$ cat config.mk
export PLATFORM = sky130hd
export DESIGN_NAME = lcd_segment_drive_controller
export DESIGN_NICKNAME = d
export VERILOG_FILES = /design/src/include/lcd_seg_pkg.sv /design/src/hw/lcd_segment_drive_controller.sv
export SDC_FILE = /design/constraint.sdc
export NUM_CORES = 1
export LEC_CHECK = 0
export BUFFER_PORTS_ARGS = -buffer_cell sky130_fd_sc_hd__buf_4
export CORE_ASPECT_RATIO = 1.75
export CORE_MARGIN = 4
export CORE_UTILIZATION = 64
export DETAILED_ROUTE_END_ITERATION = 12
export PLACE_DENSITY = 0.86
export SYNTH_ARGS = -nofsm -noshare
export SYNTH_HDL_FRONTEND = slang
export SYNTH_SLANG_ARGS = --single-unit
$ cat constraint.sdc
create_clock -name sys_clk -period 7.68 [get_ports sys_clk]
set_clock_uncertainty 0.2 [all_clocks]
set_input_delay 1.536 -clock sys_clk [delete_from_list [all_inputs] [get_ports sys_clk]]
set_output_delay 1.536 -clock sys_clk [all_outputs]
set_load 0.01 [all_outputs]
$ cat src/include/lcd_seg_pkg.sv
`default_nettype none
package lcd_seg_pkg;
    timeunit 1ns;
    timeprecision 1ns;
    // Glass geometry
    localparam int SEG_N        = 40;
    localparam int COM_N        = 4;
    localparam int DM_BYTES     = 21;
    localparam int DM_ROW_BYTES = 5;
    localparam int DM_WORDS     = 6;
    localparam int FDIV_W       = 16;

    // Register byte offsets
    localparam logic [7:0] REG_CTRL     = 8'h00;
    localparam logic [7:0] REG_FDIV     = 8'h04;
    localparam logic [7:0] REG_GPEN_LO  = 8'h08;
    localparam logic [7:0] REG_GPEN_HI  = 8'h0c;
    localparam logic [7:0] REG_GPOUT_LO = 8'h10;
    localparam logic [7:0] REG_GPOUT_HI = 8'h14;
    localparam logic [7:0] REG_STATUS   = 8'h18;
    localparam logic [7:0] REG_DM_BASE  = 8'h20;
    localparam logic [7:0] REG_DM_LAST  = 8'h34;

    // Control field positions
    localparam int CTRL_EN     = 0;
    localparam int CTRL_MODE   = 1;
    localparam int CTRL_SIZE   = 3;
    localparam int CTRL_CLKSEL = 5;
    localparam int CTRL_W      = 6;

    // Reset values
    localparam logic [CTRL_W-1:0] CTRL_RST = 6'h00;
    localparam logic [FDIV_W-1:0] FDIV_RST = 16'h00ff;

    typedef enum logic [1:0] {
        MODE_STATIC  = 2'h0,
        MODE_HALF    = 2'h1,
        MODE_THIRD   = 2'h2,
        MODE_QUARTER = 2'h3
    } mode_t;

    typedef enum logic [1:0] {
        SIZE_24 = 2'h0,
        SIZE_32 = 2'h1,
        SIZE_40 = 2'h2
    } size_t;

    localparam logic [5:0] SEGS_24 = 6'h18;
    localparam logic [5:0] SEGS_32 = 6'h20;
    localparam logic [5:0] SEGS_40 = 6'h28;

    // Drive level codes: 0, 1/3 (or 1/2), 2/3, full drive voltage
    typedef enum logic [1:0] {
        LVL_0 = 2'h0,
        LVL_1 = 2'h1,
        LVL_2 = 2'h2,
        LVL_3 = 2'h3
    } lvl_t;

    typedef enum logic [1:0] {
        ST_IDLE = 2'b01,
        ST_SCAN = 2'b10
    } scan_t;

    typedef struct packed {
        logic [SEG_N-1:0][1:0] seg;
        logic [COM_N-1:0][1:0] com;
        logic                  bias_half;
    } lcd_drive_t;

    typedef struct packed {
        logic [SEG_N-1:0] en;
        logic [SEG_N-1:0] out;
    } seg_gpio_t;
endpackage : lcd_seg_pkg
`default_nettype wire

$ cat src/hw/lcd_segment_drive_controller.sv
// Operation
// - Forty segment and four common outputs multiplexed
// - Unused segment pins released as GPIO
// - Software sets each segment bit in display memory
// - Display memory scanned automatically at frame rate
// - Segment lit only with its common selected
// - Static, half, third, quarter duty modes
// - Half duty half bias; third and quarter duty third bias
// - Selectable scan clock, adjustable frame frequency
// - Capacity of 24, 32 or 40 segment lines
`default_nettype none
module lcd_segment_drive_controller
(
    input  wire logic                   sys_clk,
    input  wire logic                   arst_n,
    input  wire logic                   hsel,
    input  wire logic [31:0]            haddr,
    input  wire logic [1:0]             htrans,
    input  wire logic                   hwrite,
    input  wire logic [2:0]             hsize,
    input  wire logic [31:0]            hwdata,
    input  wire logic                   hready,
    output logic      [31:0]            hrdata,
    output logic                        hreadyout,
    output logic                        hresp,
    input  wire logic                   lcd_ext_clk,
    output lcd_seg_pkg::lcd_drive_t     lcd_drive,
    output lcd_seg_pkg::seg_gpio_t      seg_gpio
);
    timeunit 1ns;
    timeprecision 1ns;
    logic [lcd_seg_pkg::CTRL_W-1:0] ctrl_r;
    logic [lcd_seg_pkg::FDIV_W-1:0] fdiv_r;
    logic [lcd_seg_pkg::SEG_N-1:0]  gpen_r;
    logic [lcd_seg_pkg::SEG_N-1:0]  gpout_r;
    logic [7:0]                     dm_r [0:lcd_seg_pkg::DM_BYTES-1];
    logic                           wr_pend_r;
    logic [7:0]                     wr_addr_r;
    logic                           rd_pend_r;
    logic [7:0]                     rd_addr_r;
    logic                           ext_s1_r;
    logic                           ext_s2_r;
    logic                           ext_s3_r;
    lcd_seg_pkg::scan_t             state_r;
    logic [lcd_seg_pkg::FDIV_W-1:0] div_r;
    logic [1:0]                     com_idx_r;
    logic                           pol_r;
    logic                           accept;
    logic                           src_pulse;
    logic                           phase_end;
    logic                           en;
    lcd_seg_pkg::mode_t             mode;
    lcd_seg_pkg::size_t             size;
    logic [5:0]                     seg_cnt;
    logic [4:0]                     row_base;
    logic [lcd_seg_pkg::SEG_N-1:0]  row_bits;
    lcd_seg_pkg::lcd_drive_t        drive_nxt;
    logic [lcd_seg_pkg::SEG_N-1:0]  gpio_en_nxt;
    logic [31:0]                    rd_nxt;
    assign en     = ctrl_r[lcd_seg_pkg::CTRL_EN];
    assign mode   = lcd_seg_pkg::mode_t'(ctrl_r[lcd_seg_pkg::CTRL_MODE+:2]);
    assign size   = lcd_seg_pkg::size_t'(ctrl_r[lcd_seg_pkg::CTRL_SIZE+:2]);
    assign accept = hsel & htrans[1] & hready;
    // Bus address phase capture
    always_ff @(posedge sys_clk or negedge arst_n)
    begin
        if (!arst_n)
        begin
            wr_pend_r <= 1'b0;
            rd_pend_r <= 1'b0;
            wr_addr_r <= 8'h00;
            rd_addr_r <= 8'h00;
        end
        else
        begin
            wr_pend_r <= accept & hwrite;
            rd_pend_r <= accept & ~hwrite;
            if (accept)
            begin
                wr_addr_r <= haddr[7:0];
                rd_addr_r <= haddr[7:0];
            end
        end
    end
    // One wait state on reads so they see a write just committed
    always_ff @(posedge sys_clk or negedge arst_n)
    begin
        if (!arst_n)
        begin
            hreadyout <= 1'b1;
            hresp     <= 1'b0;
            hrdata    <= 32'h0000_0000;
        end
        else
        begin
            hreadyout <= ~(accept & ~hwrite);
            hresp     <= 1'b0;
            if (rd_pend_r)
            begin
                hrdata <= rd_nxt;
            end
        end
    end
    // Register read mux, unmapped reads zero
    always_comb
    begin
        rd_nxt = 32'h0000_0000;
        unique case (rd_addr_r)
            lcd_seg_pkg::REG_CTRL:     rd_nxt[lcd_seg_pkg::CTRL_W-1:0] = ctrl_r;
            lcd_seg_pkg::REG_FDIV:     rd_nxt[lcd_seg_pkg::FDIV_W-1:0] = fdiv_r;
            lcd_seg_pkg::REG_GPEN_LO:  rd_nxt = gpen_r[31:0];
            lcd_seg_pkg::REG_GPEN_HI:  rd_nxt[7:0] = gpen_r[39:32];
            lcd_seg_pkg::REG_GPOUT_LO: rd_nxt = gpout_r[31:0];
            lcd_seg_pkg::REG_GPOUT_HI: rd_nxt[7:0] = gpout_r[39:32];
            lcd_seg_pkg::REG_STATUS:   rd_nxt[4:0] = {state_r == lcd_seg_pkg::ST_SCAN, lcd_drive.bias_half,
                                                      pol_r, com_idx_r};
            default:
            begin
                if (rd_addr_r >= lcd_seg_pkg::REG_DM_BASE && rd_addr_r <= lcd_seg_pkg::REG_DM_LAST)
                begin
                    for (int b = 0; b < 4; b++)
                    begin
                        if ((rd_addr_r[4:2] * 4 + b) < lcd_seg_pkg::DM_BYTES)
                        begin
                            rd_nxt[b*8+:8] = dm_r[rd_addr_r[4:2]*4+b];
                        end
                    end
                end
            end
        endcase
    end
    always_ff @(posedge sys_clk or negedge arst_n)
    begin
        if (!arst_n)
        begin
            ctrl_r  <= lcd_seg_pkg::CTRL_RST;
            fdiv_r  <= lcd_seg_pkg::FDIV_RST;
            gpen_r  <= '0;
            gpout_r <= '0;
        end
        else if (wr_pend_r)
        begin
            unique case (wr_addr_r)
                lcd_seg_pkg::REG_CTRL:     ctrl_r <= hwdata[lcd_seg_pkg::CTRL_W-1:0];
                lcd_seg_pkg::REG_FDIV:     fdiv_r <= hwdata[lcd_seg_pkg::FDIV_W-1:0];
                lcd_seg_pkg::REG_GPEN_LO:  gpen_r[31:0] <= hwdata;
                lcd_seg_pkg::REG_GPEN_HI:  gpen_r[39:32] <= hwdata[7:0];
                lcd_seg_pkg::REG_GPOUT_LO: gpout_r[31:0] <= hwdata;
                lcd_seg_pkg::REG_GPOUT_HI: gpout_r[39:32] <= hwdata[7:0];
                default: ;
            endcase
        end
    end
    always_ff @(posedge sys_clk or negedge arst_n)
    begin
        if (!arst_n)
        begin
            for (int i = 0; i < lcd_seg_pkg::DM_BYTES; i++)
            begin
                dm_r[i] <= 8'h00;
            end
        end
        else if (wr_pend_r && wr_addr_r >= lcd_seg_pkg::REG_DM_BASE && wr_addr_r <= lcd_seg_pkg::REG_DM_LAST)
        begin
            for (int b = 0; b < 4; b++)
            begin
                if ((wr_addr_r[4:2] * 4 + b) < lcd_seg_pkg::DM_BYTES)
                begin
                    dm_r[wr_addr_r[4:2]*4+b] <= hwdata[b*8+:8];
                end
            end
        end
    end
    // External scan clock synchroniser
    always_ff @(posedge sys_clk or negedge arst_n)
    begin
        if (!arst_n)
        begin
            ext_s1_r <= 1'b0;
            ext_s2_r <= 1'b0;
            ext_s3_r <= 1'b0;
        end
        else
        begin
            ext_s1_r <= lcd_ext_clk;
            ext_s2_r <= ext_s1_r;
            ext_s3_r <= ext_s2_r;
        end
    end
    assign src_pulse = ctrl_r[lcd_seg_pkg::CTRL_CLKSEL] ? (ext_s2_r & ~ext_s3_r) : 1'b1;
    assign phase_end = src_pulse && (div_r == fdiv_r);
    // Scan sequencer
    always_ff @(posedge sys_clk or negedge arst_n)
    begin
        if (!arst_n)
        begin
            state_r   <= lcd_seg_pkg::ST_IDLE;
            div_r     <= '0;
            com_idx_r <= 2'h0;
            pol_r     <= 1'b0;
        end
        else
        begin
            unique case (state_r)
                lcd_seg_pkg::ST_IDLE:
                begin
                    div_r     <= '0;
                    com_idx_r <= 2'h0;
                    pol_r     <= 1'b0;
                    if (en)
                    begin
                        state_r <= lcd_seg_pkg::ST_SCAN;
                    end
                end
                lcd_seg_pkg::ST_SCAN:
                begin
                    if (!en)
                    begin
                        state_r <= lcd_seg_pkg::ST_IDLE;
                    end
                    else if (phase_end)
                    begin
                        div_r <= '0;
                        if (com_idx_r >= mode)
                        begin
                            com_idx_r <= 2'h0;
                            pol_r     <= ~pol_r;
                        end
                        else
                        begin
                            com_idx_r <= com_idx_r + 2'h1;
                        end
                    end
                    else if (src_pulse)
                    begin
                        div_r <= div_r + 16'h0001;
                    end
                end
            endcase
        end
    end
    assign row_base = 5'({com_idx_r, 2'h0}) + 5'(com_idx_r);
    always_comb
    begin
        row_bits = '0;
        for (int b = 0; b < lcd_seg_pkg::DM_ROW_BYTES; b++)
        begin
            row_bits[b*8+:8] = dm_r[row_base+5'(b)];
        end
    end
    assign seg_cnt = (size == lcd_seg_pkg::SIZE_24) ? lcd_seg_pkg::SEGS_24 :
                     (size == lcd_seg_pkg::SIZE_32) ? lcd_seg_pkg::SEGS_32 :
                     lcd_seg_pkg::SEGS_40;
    assign drive_nxt.bias_half = (mode == lcd_seg_pkg::MODE_HALF);
    for (genvar s = 0; s < lcd_seg_pkg::SEG_N; s++)
    begin : g_seg
        always_comb
        begin
            if (state_r != lcd_seg_pkg::ST_SCAN)
                drive_nxt.seg[s] = lcd_seg_pkg::LVL_0;
            else if (row_bits[s])
                drive_nxt.seg[s] = pol_r ? lcd_seg_pkg::LVL_0 : lcd_seg_pkg::LVL_3;
            else if (mode >= lcd_seg_pkg::MODE_THIRD)
                drive_nxt.seg[s] = pol_r ? lcd_seg_pkg::LVL_2 : lcd_seg_pkg::LVL_1;
            else
                drive_nxt.seg[s] = pol_r ? lcd_seg_pkg::LVL_3 : lcd_seg_pkg::LVL_0;
        end
        assign gpio_en_nxt[s] = gpen_r[s] | (6'(s) >= seg_cnt);
    end
    for (genvar c = 0; c < lcd_seg_pkg::COM_N; c++)
    begin : g_com
        always_comb
        begin
            if (state_r != lcd_seg_pkg::ST_SCAN || 2'(c) > mode)
                drive_nxt.com[c] = lcd_seg_pkg::LVL_0;
            else if (2'(c) == com_idx_r)
                drive_nxt.com[c] = pol_r ? lcd_seg_pkg::LVL_3 : lcd_seg_pkg::LVL_0;
            else if (mode == lcd_seg_pkg::MODE_HALF)
                drive_nxt.com[c] = lcd_seg_pkg::LVL_1;
            else
                drive_nxt.com[c] = pol_r ? lcd_seg_pkg::LVL_1 : lcd_seg_pkg::LVL_2;
        end
    end
    always_ff @(posedge sys_clk or negedge arst_n)
    begin
        if (!arst_n)
        begin
            lcd_drive <= '0;
            seg_gpio  <= '0;
        end
        else
        begin
            lcd_drive    <= drive_nxt;
            seg_gpio.en  <= gpio_en_nxt;
            seg_gpio.out <= gpout_r;
        end
    end
endmodule : lcd_segment_drive_controller
`default_nettype wire

==> flow_summary.json, run 1 <==
{
  "status": "finished clean",
  "total_power_uw": 7220,
  "io_buffers": 248,
  "cts_buffers": 44,
  "final_cell_mix": "dfrtp_1, mux2_2, buf_4, mux2i_1, nor2_1",
  "area_growth_pct": 14.2,
  "critical_path_buf_inv_count": 2,
  "tns_ns": 0,
  "drt.antenna.violating_nets": 0,
  "cp_max_fo": 57,
  "endpoint_kind": "flop",
  "syn_inst": 1976,
  "fin_crit_sh_pct": 60.1,
  "synth_edf_count": 0,
  "cts_root_buf": "clkbuf_16",
  "rsz0062_at_grt": "no",
  "dpl-instance-area_um2": 27400,
  "crit_chain": "buf_4, ha_2, buf_4, mux4_2, mux2i_1, o32a_1, nand3_1, mux2i_1",
  "final_cells": 2664,
  "setup_viol": 0,
  "cp_top_family": "buffers and inverters",
  "synthTopCellsByArea": "dfrtp_1, mux2_2, mux4_2",
  "cts_hold_buffers": 0,
  "row_count": 96,
  "cts.clk_slew.worst_paths_ns": 0.07,
  "max_slew.worst_pin.slew_ns": 1.26,
  "fin_nets": 2223,
  "drt_iter0_markers": 1923,
  "clk_path_buf_depth": 3,
  "antenna_found_initial": 2,
  "routedWlPerCell_um": 30.8,
  "p_per_area_nw_per_um2": 250,
  "final-hold-violation-count": 0,
  "worstSetupStartpointType": "flop",
  "arrival_ns": 4.81,
  "synthDistinctLibCells": 71,
  "overflow": 0,
  "synth_ff_type": "dfrtp_1",
  "cellLeakagePower_uw": 0.0123,
  "synth_top_area_cell": "dfrtp_1",
  "required_ns": 7.87,
  "numPlacedInstances": 2582,
  "cts_tree": "yes",
  "viasPerCell": 7.06,
  "track_usage_pct": 38.3,
  "cp_slowest_cell": "ha_2",
  "syn-num-nets": 2061,
  "max_freq_ghz": 0.217,
  "final_area_um2": 28900,
  "start_util_pct": 64.6,
  "die-area_um2": 42900,
  "ys_warn_count": 0,
  "cts_resized": 0,
  "maxCapViolCount": 0,
  "clk_latency_ns": 0.58,
  "async_reset_ff_share_pct": 100,
  "cts_setup_buffers": 0,
  "fp.dieW_um": 158,
  "wl_um": 82200,
  "core_um2": 39200,
  "hold_path_class": "reg2reg",
  "ir_worst_vdd_mv": 0.211,
  "dieHeight_um": 271,
  "first_pass_iters": 7,
  "routabilityCongestion": 0.968,
  "dp_hpwl_um": 56900,
  "synth-seq-cells": 506,
  "final_common_cell": "dfrtp_1",
  "synth_top_area_share_pct": 49.1,
  "slowest_delay_ns": 0.86,
  "io_pins": 278,
  "drc": 0,
  "critPathKind": "reg2reg",
  "h-tree-depth": 2,
  "fillCellCount": 2564,
  "synth.avg_cell_area_um2": 12.8,
  "grt_max_degree": 191,
  "cts_sinks": 506,
  "seq_area_frac_synth_pct": 50.1,
  "grt_pass1_vias": 19400,
  "drive_gt1_share_pct": 37.0,
  "drv_slew": 0,
  "vias": 18800,
  "period_needed_ns": 4.61,
  "grt_pass1_wl_um": 122000,
  "slew_headroom_pct": 15.2,
  "synth_area_um2": 25300
}
## flip-flops by register name, indices dropped and copies added (netlist names), 8 cells and up
register   cells
lcd_drive     89
rd_addr_r      8
hrdata        32
gpout_r       40
div_r         16
dm_r         168
gpen_r        40
seg_gpio      80
fdiv_r        16
## final cells by class
class / instances / area (um^2) / share of cell area (%)
Sequential cell: 506 / 12700 / 43.9
Multi-Input combinational cell: 1287 / 11900 / 41.2
Timing Repair Buffer: 284 / 2180 / 7.54
Clock buffer: 61 / 1270 / 4.39
Tap cell: 490 / 613 / 2.12
Clock inverter: 20 / 170 / 0.589
Inverter: 15 / 56.3 / 0.195
Antenna cell: 1 / 2.50 / 0.00867
## kinds of logic (layout without fill, tap and decap cells)
| group | Yosys count | count (layout) | share of synthesized area [%] |
|---|---|---|---|
| other | 1 | 2 | 0.0148 |
| adder cells (fa/ha/maj) | 10 | 10 | 0.495 |
| buffers and inverters | 183 | 380 | 3.02 |
| multiplexers | 565 | 565 | 29.2 |
| flip-flops | 506 | 506 | 50.1 |
| AND/OR/NAND/NOR | 372 | 372 | 7.25 |
| XOR/XNOR | 56 | 56 | 1.94 |
| AO/OA/AOI/OAI | 283 | 283 | 7.99 |
## metrics by stage
step	utilization (%)	hold slack, ns	setup slack, ns
after floorplan	-	0.131	4.08
after global placement	70.1	0.134	3.21
after detailed placement	70.1	0.136	3.14
after CTS	73.7	0.149	3.12
after global routing	73.7	0.163	2.91
final	73.7	0.144	3.07
## report_power, final
group,switching (uW),internal (uW)
clock,1040,1210
combinational,905,760
sequential,292,3020
## path summary, 6_finish.rpt
kind                                     startpoint                      end  slack [ns]  depth (start not counted)
setup / recovery           com_idx_r[0]$_DFFE_PN0P_  lcd_drive[35]$_DFF_PN0_        3.07                          8
hold / removal                   ext_s1_r$_DFF_PN0_       ext_s2_r$_DFF_PN0_        0.14                          0
setup reg to reg           com_idx_r[0]$_DFFE_PN0P_  lcd_drive[35]$_DFF_PN0_        3.07                          8
hold reg to reg                  ext_s1_r$_DFF_PN0_       ext_s2_r$_DFF_PN0_        0.14                          0
max in group asynchronous                    arst_n        pol_r$_DFFE_PN0P_        5.08                          2
min in group asynchronous                    arst_n   seg_gpio[62]$_DFF_PN0_        0.65                          1
## metal layers
layer	track usage, %	wire [um]	vias up
met5	0	0	-
met4	31.1	8720	0
met3	6.37	6430	375
met2	61.7	40400	1185
met1	44.4	26700	9577
li1	-	-	7681
## synth_stat cells (11+ instances only)
cell,number
xor2_1,25
inv_1,15
nand3_1,34
mux4_2,105
clkbuf_1,92
nor2_1,146
nor2b_1,18
buf_1,32
xnor2_1,31
o22ai_1,22
or2_2,11
mux2_2,287
nor3_1,13
nor4_1,15
a221oi_1,32
a32oi_1,13
dfrtp_1,496
nand2_1,57
mux2i_1,160
nand4_1,11
a22oi_1,43
nand2b_1,24
o21ai_0,37
a21oi_1,40
a211oi_1,23
buf_2,40
No activity file was read; power rests on OpenSTA's default activity.
==> run 2: changes to the inputs <==
--- a/config.mk
+++ b/config.mk
@@ -8,9 +8,9 @@
 export BUFFER_PORTS_ARGS = -buffer_cell sky130_fd_sc_hd__buf_4
 export CORE_ASPECT_RATIO = 1.75
 export CORE_MARGIN = 4
-export CORE_UTILIZATION = 64
+export CORE_UTILIZATION = 59
 export DETAILED_ROUTE_END_ITERATION = 12
-export PLACE_DENSITY = 0.86
+export PLACE_DENSITY = 0.8
 export SYNTH_ARGS = -nofsm -noshare
 export SYNTH_HDL_FRONTEND = slang
 export SYNTH_SLANG_ARGS = --single-unit
==> constraint.sdc (replaced) <==
create_clock -name sys_clk -period 4.67 [get_ports sys_clk]
set_clock_uncertainty 0.2 [all_clocks]
set_input_delay 0.934 -clock sys_clk [delete_from_list [all_inputs] [get_ports sys_clk]]
set_output_delay 0.934 -clock sys_clk [all_outputs]
set_load 0.01 [all_outputs]
==> run 2 against run 1 <==
Net effect: routed wire length rose by 1.1%; clock power grew 64%; register-to-register slack got worse by 2.1 ns; count of clock-buffer cells in the layout is 4 lower; maximum frequency is 25% higher; worst setup slack got worse by 2.1 ns; non-clock buffer count is 43 higher; sequential cell count unchanged; sequential power increased by 64%; hold slack better by 0.012 ns; critical endpoint is now lcd_drive[51]$_DFF_PN0_; highest routed layer unchanged.
==> flow_summary.json, run 2 (synthesis gave the netlist of run 1 again) <==
{
  "min_path_cells": 0,
  "grt_pass1_vias": 19200,
  "track_usage_pct": 36.0,
  "drt.antenna.violating_nets": 0,
  "fp.dieW_um": 165,
  "grt_pass1_wl_um": 123000,
  "dpl-instance-area_um2": 27900,
  "worst_r2r_path_depth": 9,
  "final-hold-violation-count": 0,
  "cp_max_fo": 34,
  "slowest_delay_ns": 0.90,
  "clk_path_buf_depth": 3,
  "final_common_cell": "dfrtp_1",
  "die-area_um2": 46400,
  "maxCapViolCount": 0,
  "cts_setup_buffers": 0,
  "endpoint_kind": "flop",
  "viasPerCell": 6.71,
  "clk_latency_ns": 0.58,
  "hold_path_class": "reg2reg",
  "vias": 18600,
  "max_freq_ghz": 0.271,
  "tns_ns": 0,
  "crit_chain": "inv_1, buf_4, ha_2, buf_4, mux4_2, mux2i_1, o21ai_0, nor3_1, mux2i_1",
  "area_growth_pct": 16.0,
  "core_um2": 42400,
  "final_cell_mix": "dfrtp_1, buf_4, mux2_2, mux2i_1, nor2_1",
  "final_area_um2": 29300,
  "cts_hold_buffers": 0,
  "cts_sinks": 506,
  "routabilityCongestion": 0.985,
  "max_slew.worst_pin.slew_ns": 1.20,
  "antenna_found_initial": 1,
  "largest_reg_flops": 168,
  "cp_slowest_cell": "ha_2",
  "wl_um": 83100,
  "period_needed_ns": 3.69,
  "critPathKind": "reg2reg",
  "cts_resized": 0,
  "io_buffers": 248,
  "overflow": 0,
  "r2r_slack_ns": 0.98,
  "status": "finished clean",
  "cts_root_buf": "clkbuf_16",
  "p_per_area_nw_per_um2": 405,
  "fin_nets": 2265,
  "cellLeakagePower_uw": 0.0125,
  "cts.clk_slew.worst_paths_ns": 0.06,
  "top_register": "dm_r",
  "slew_headroom_pct": 19.4,
  "rsz0062_at_grt": "no",
  "drc": 0,
  "grt_max_degree": 129,
  "worstSetupStartpointType": "flop",
  "ir_worst_vdd_mv": 0.388,
  "drv_slew": 0,
  "first_pass_iters": 5,
  "row_count": 100,
  "top_regs": "dm_r: 168 flops, lcd_drive: 89 flops, seg_gpio: 80 flops",
  "start_util_pct": 59.6,
  "drive_gt1_share_pct": 38.1,
  "dp_hpwl_um": 58900,
  "fin_crit_sh_pct": 79.0,
  "setup_viol": 0,
  "required_ns": 4.96,
  "dieHeight_um": 282,
  "cts_buffers": 43,
  "cts_tree": "yes",
  "io_pins": 278,
  "arrival_ns": 3.98,
  "drt_iter0_markers": 1645,
  "h-tree-depth": 2,
  "routedWlPerCell_um": 29.9
}
[run 2: cell count changes in the layout (fill, tap and decap cells not counted), moves of 2 or more]
| cell | previous run | this run |
|---|---|---|
| bufinv_16 | 1 | 4 |
| inv_6 | 8 | 1 |
| buf_4 | 280 | 317 |
| buf_12 | 3 | 9 |
| clkinv_2 | 9 | 11 |
| clkbuf_16 | 46 | 43 |
| clkinvlp_4 | 0 | 2 |
[run 2: area by class of cell]
type | count | area (um^2)
repair buffers | 327 | 2570
clock inverters | 21 | 251
diodes | 1 | 2.50
inverters | 15 | 56.3
clock buffers | 57 | 1190
well taps | 561 | 702
flip-flops and latches | 506 | 12700
multi-input cells | 1287 | 11900
fillers | 3084 | 13100
[run 2: per-stage QoR]
step / hold WS (ns) / instances / total power [uW] / setup WS, ns / utilization (%)
finish: 0.156 / 2775 / 11900 / 0.981 / 69.2
global route: 0.164 / 2774 / 12300 / 0.867 / 69.2
CTS: 0.154 / 2774 / 11900 / 1.08 / 69.2
detailed placement: 0.140 / 2696 / 8250 / 1.09 / 65.8
global placement: 0.139 / 2696 / 8170 / 1.11 / 65.8
floorplan: 0.131 / 1976 / 6800 / 1.07 / -
[run 2: report_power, final]
part | switching, uW | internal (uW) | total [uW] | leakage [uW]
clock network | 1660 | 2040 | 3700 | 0.000710
registers | 452 | 4960 | 5420 | 0.00615
logic | 1500 | 1280 | 2780 | 0.00563
[run 2: final timing paths]
check | start | to
worst max-delay path | com_idx_r[0]$_DFFE_PN0P_ | lcd_drive[51]$_DFF_PN0_
worst min-delay path | ext_s1_r$_DFF_PN0_ | ext_s2_r$_DFF_PN0_
worst max register to register | com_idx_r[0]$_DFFE_PN0P_ | lcd_drive[51]$_DFF_PN0_
worst min register to register | ext_s1_r$_DFF_PN0_ | ext_s2_r$_DFF_PN0_
max in group asynchronous | arst_n | fdiv_r[2]$_DFFE_PN1P_
min in group asynchronous | arst_n | hrdata[26]$_DFFE_PN0P_
[run 2: layer usage]
metal | up-vias | wire length, um | GRT usage [%]
li1 | 7776 | - | -
met1 | 9538 | 27900 | 42.7
met2 | 1002 | 41300 | 59.5
met3 | 298 | 5750 | 4.80
met4 | 0 | 8160 | 26.9
met5 | - | 0 | 0
[run 2: worst max-delay path: cells and delay by family (launching register included)]
kind	cells	cell delay, ns
adder cells (fa/ha/maj)	1	0.90
AND/OR/NAND/NOR	1	0.31
multiplexers	3	0.83
buffers and inverters	3	0.50
flip-flops	1	0.42
AO/OA/AOI/OAI	1	0.40
==> run 3: changes to the inputs <==
--- a/config.mk
+++ b/config.mk
@@ -5,12 +5,13 @@
 export SDC_FILE = /design/constraint.sdc
 export NUM_CORES = 1
 export LEC_CHECK = 0
+export ABC_AREA = 1
 export BUFFER_PORTS_ARGS = -buffer_cell sky130_fd_sc_hd__buf_4
 export CORE_ASPECT_RATIO = 1.75
 export CORE_MARGIN = 4
-export CORE_UTILIZATION = 59
+export CORE_UTILIZATION = 54
 export DETAILED_ROUTE_END_ITERATION = 12
-export PLACE_DENSITY = 0.8
+export PLACE_DENSITY = 0.77
 export SYNTH_ARGS = -nofsm -noshare
 export SYNTH_HDL_FRONTEND = slang
 export SYNTH_SLANG_ARGS = --single-unit
==> constraint.sdc (replaced) <==
create_clock -name sys_clk -period 3.15 [get_ports sys_clk]
set_clock_uncertainty 0.2 [all_clocks]
set_input_delay 0.63 -clock sys_clk [delete_from_list [all_inputs] [get_ports sys_clk]]
set_output_delay 0.63 -clock sys_clk [all_outputs]
set_load 0.01 [all_outputs]
==> run 3 against run 2 <==
Net effect: sequential cell count is the same; die area grew 8.7%; routed wire length grew 9.3%; maximum frequency grew 28%; worst setup slack lost 0.72 ns; critical path depth grew 5; non-clock buffer count grew 58; core utilization shrank 4.6 points; combinational power shrank 35%; critical path type unchanged.
==> flow_summary.json, run 3 <==
{
  "clk_path_buf_depth": 3,
  "cts_setup_buffers": 0,
  "max_freq_ghz": 0.347,
  "cts_buffers": 44,
  "drc": 0,
  "top_register": "dm_r",
  "r2r-start": "com_idx_r[0]$_DFFE_PN0P_",
  "cts_root_buf": "clkbuf_16",
  "fin_crit_sh_pct": 91.6,
  "viasPerCell": 5.81,
  "first_pass_iters": 6,
  "area_growth_pct": 18.3,
  "antenna_cells": 0,
  "synthDistinctLibCells": 43,
  "worst_r2r_path_depth": 14,
  "final_common_cell": "nand2_1",
  "power.internal_uw": 10400,
  "drive_gt1_share_pct": 13.9,
  "p_sw_uw": 3960,
  "ir_worst_vdd_mv": 0.523,
  "worstSetupStartpointType": "flop",
  "arrival_ns": 3.16,
  "cp_top_family": "buffers and inverters",
  "cts.clk_slew.worst_paths_ns": 0.08,
  "final_cell_mix": "nand2_1, dfrtp_1, o21ai_0, buf_4, nor2_1",
  "synth_top_area_cell": "dfrtp_1",
  "dieHeight_um": 294,
  "setup_viol": 0,
  "drt_iter0_markers": 2192,
  "cts_tree": "yes",
  "slew_headroom_pct": 42.6,
  "wl_um": 90800,
  "track_usage_pct": 35.7,
  "fin_nets": 3663,
  "clk_latency_ns": 0.59,
  "crit_chain": "inv_2, buf_4, ha_1, clkinv_1, buf_4, nand3_1, nand3_1, nand3_1, nand2_1, o21ai_0, buf_4, nand2_1, nand2_1, nor2_1",
  "final-hold-violation-count": 0,
  "period_needed_ns": 2.89,
  "start_util_pct": 54.6,
  "status": "finished clean",
  "cp_max_fo": 22,
  "routabilityCongestion": 1.05,
  "p_per_area_nw_per_um2": 480,
  "drv_slew": 0,
  "p_comb_share_pct": 12.7,
  "synth-seq-cells": 506,
  "seqPwrFrac_pct": 47.8,
  "ys_warn_count": 0,
  "vias": 24400,
  "seq_area_frac_synth_pct": 50.2,
  "r2r_slack_ns": 0.26,
  "dp_slack_ns": 0.273,
  "synth.avg_cell_area_um2": 7.52,
  "fillCellCount": 3974,
  "cts_sinks": 506,
  "fin_util_pct": 64.6,
  "hold_path_class": "in2reg",
  "die-area_um2": 50400,
  "fp.dieW_um": 171,
  "required_ns": 3.42,
  "grt_pass1_wl_um": 137000,
  "synthTopCellsByArea": "dfrtp_1, nand2_1, o21ai_0",
  "io_buffers": 248,
  "maxCapViolCount": 0,
  "core_um2": 46200,
  "grt_pass1_vias": 23700,
  "slowest_delay_ns": 0.50,
  "syn-num-nets": 3444,
  "dpl-instance-area_um2": 28300,
  "final_area_um2": 29900,
  "yosysMostFrequentCell": "nand2_1",
  "ys_top_cells_by_count": "nand2_1, dfrtp_1, o21ai_0",
  "largest_reg_flops": 168,
  "antenna_found_initial": 1,
  "synth_edf_count": 0,
  "row_count": 104,
  "switching_share_pct": 27.6,
  "grt_max_degree": 90,
  "cellLeakagePower_uw": 0.0154,
  "routedWlPerCell_um": 21.7,
  "crit_end": "lcd_drive[72]$_DFF_PN0_",
  "critPathKind": "reg2reg",
  "critical_path_buf_inv_count": 5,
  "io_pins": 278,
  "cp_slowest_cell": "dfrtp_4",
  "synth_area_um2": 25200,
  "synth_ff_type": "dfrtp_1",
  "total_power_uw": 14300,
  "h-tree-depth": 2,
  "syn_inst": 3359,
  "synth_top_area_share_pct": 49.2,
  "max_slew.worst_pin.slew_ns": 0.861,
  "fin_ws_ns": 0.264,
  "dp_hpwl_um": 64000,
  "r2r-end": "lcd_drive[72]$_DFF_PN0_",
  "overflow": 0,
  "top_regs": "dm_r: 168 flops, lcd_drive: 89 flops, seg_gpio: 80 flops",
  "rsz0062_at_grt": "no",
  "endpoint_kind": "flop",
  "drt.antenna.violating_nets": 0,
  "async_reset_ff_share_pct": 100,
  "pwr-share-clk_pct": 39.5,
  "tns_ns": 0,
  "critPathLaunch": "com_idx_r[0]$_DFFE_PN0P_",
  "cp_num_cells": 14
}
-- run 3: final cells by class --
class                      instances  area, um^2  area share [%]
clock buffer                      54        1210            4.05
clock inverter                    25         289           0.968
inverter                         256         961            3.22
multi-input combinational       2385       10700            35.8
sequential                       506       12700            42.5
tap                              583         729            2.44
timing repair buffer             385        3290            11.0
-- run 3: layer usage --
layer  GRT usage, %  up-vias  routed length [um]
met1           40.1    11400               30700
li1               -    11200                   -
met2           59.2     1327               43700
met4           27.7        0                8950
met3           6.73      451                7520
met5              0        -                   0
-- run 3: worst register-to-register path: cells and delay by family (launching register included) --
family / cells / cell delay (ns)
flip-flops: 1 / 0.50
AND/OR/NAND/NOR: 7 / 0.66
buffers and inverters: 5 / 1.00
AO/OA/AOI/OAI: 1 / 0.09
adder cells (fa/ha/maj): 1 / 0.33
-- run 3: power by group through the flow --
| stage | sequential (uW) | combinational (uW) | clock (uW) |
|---|---|---|---|
| 3_5_place_dp | 6950 | 1770 | 0 |
| 5_1_grt | 6860 | 1950 | 5970 |
| 6_report | 6850 | 1820 | 5660 |
| 2_1_floorplan | 6930 | 776 | 0 |
| 3_3_place_gp | 6950 | 1750 | 0 |
| 4_1_cts | 6840 | 1780 | 5710 |
-- run 3: worst min path at each step --
stage | from | to | slack, ns | cells after the start
6_report | hwrite | rd_pend_r$_DFF_PN0_ | 0.03 | 2
5_1_grt | hwrite | rd_pend_r$_DFF_PN0_ | 0.02 | 2
4_1_cts | hwrite | rd_pend_r$_DFF_PN0_ | 0.02 | 2
3_5_place_dp | ext_s1_r$_DFF_PN0_ | ext_s2_r$_DFF_PN0_ | 0.14 | 0
3_3_place_gp | ext_s1_r$_DFF_PN0_ | ext_s2_r$_DFF_PN0_ | 0.14 | 0
2_1_floorplan | arst_n | com_idx_r[0]$_DFFE_PN0P_ | 0.13 | 0
-- run 3: cell families after synthesis --
family,count (synthesis),synth area share [%]
other cells,1,0.0149
simple gates,1695,27.0
buf+inv,468,7.53
compound gates,658,14.0
xor+xnor,21,0.729
fa+ha+maj,10,0.496
flops,506,50.2
-- run 3: stage by stage --
step | hold slack, ns | instances
6_report | 0.0275 | 4194
5_1_grt | 0.0218 | 4194
4_1_cts | 0.0167 | 4194
3_5_place_dp | 0.140 | 4113
3_3_place_gp | 0.136 | 4113
2_1_floorplan | 0.131 | 3359
-- run 3: repair_timing --
action / CTS / global route
endpoints found under the hold margin: 48 / 0
endpoints found under the setup margin: 0 / 2
gates resized for setup: 0 / 1
hold buffers: 2 / 0
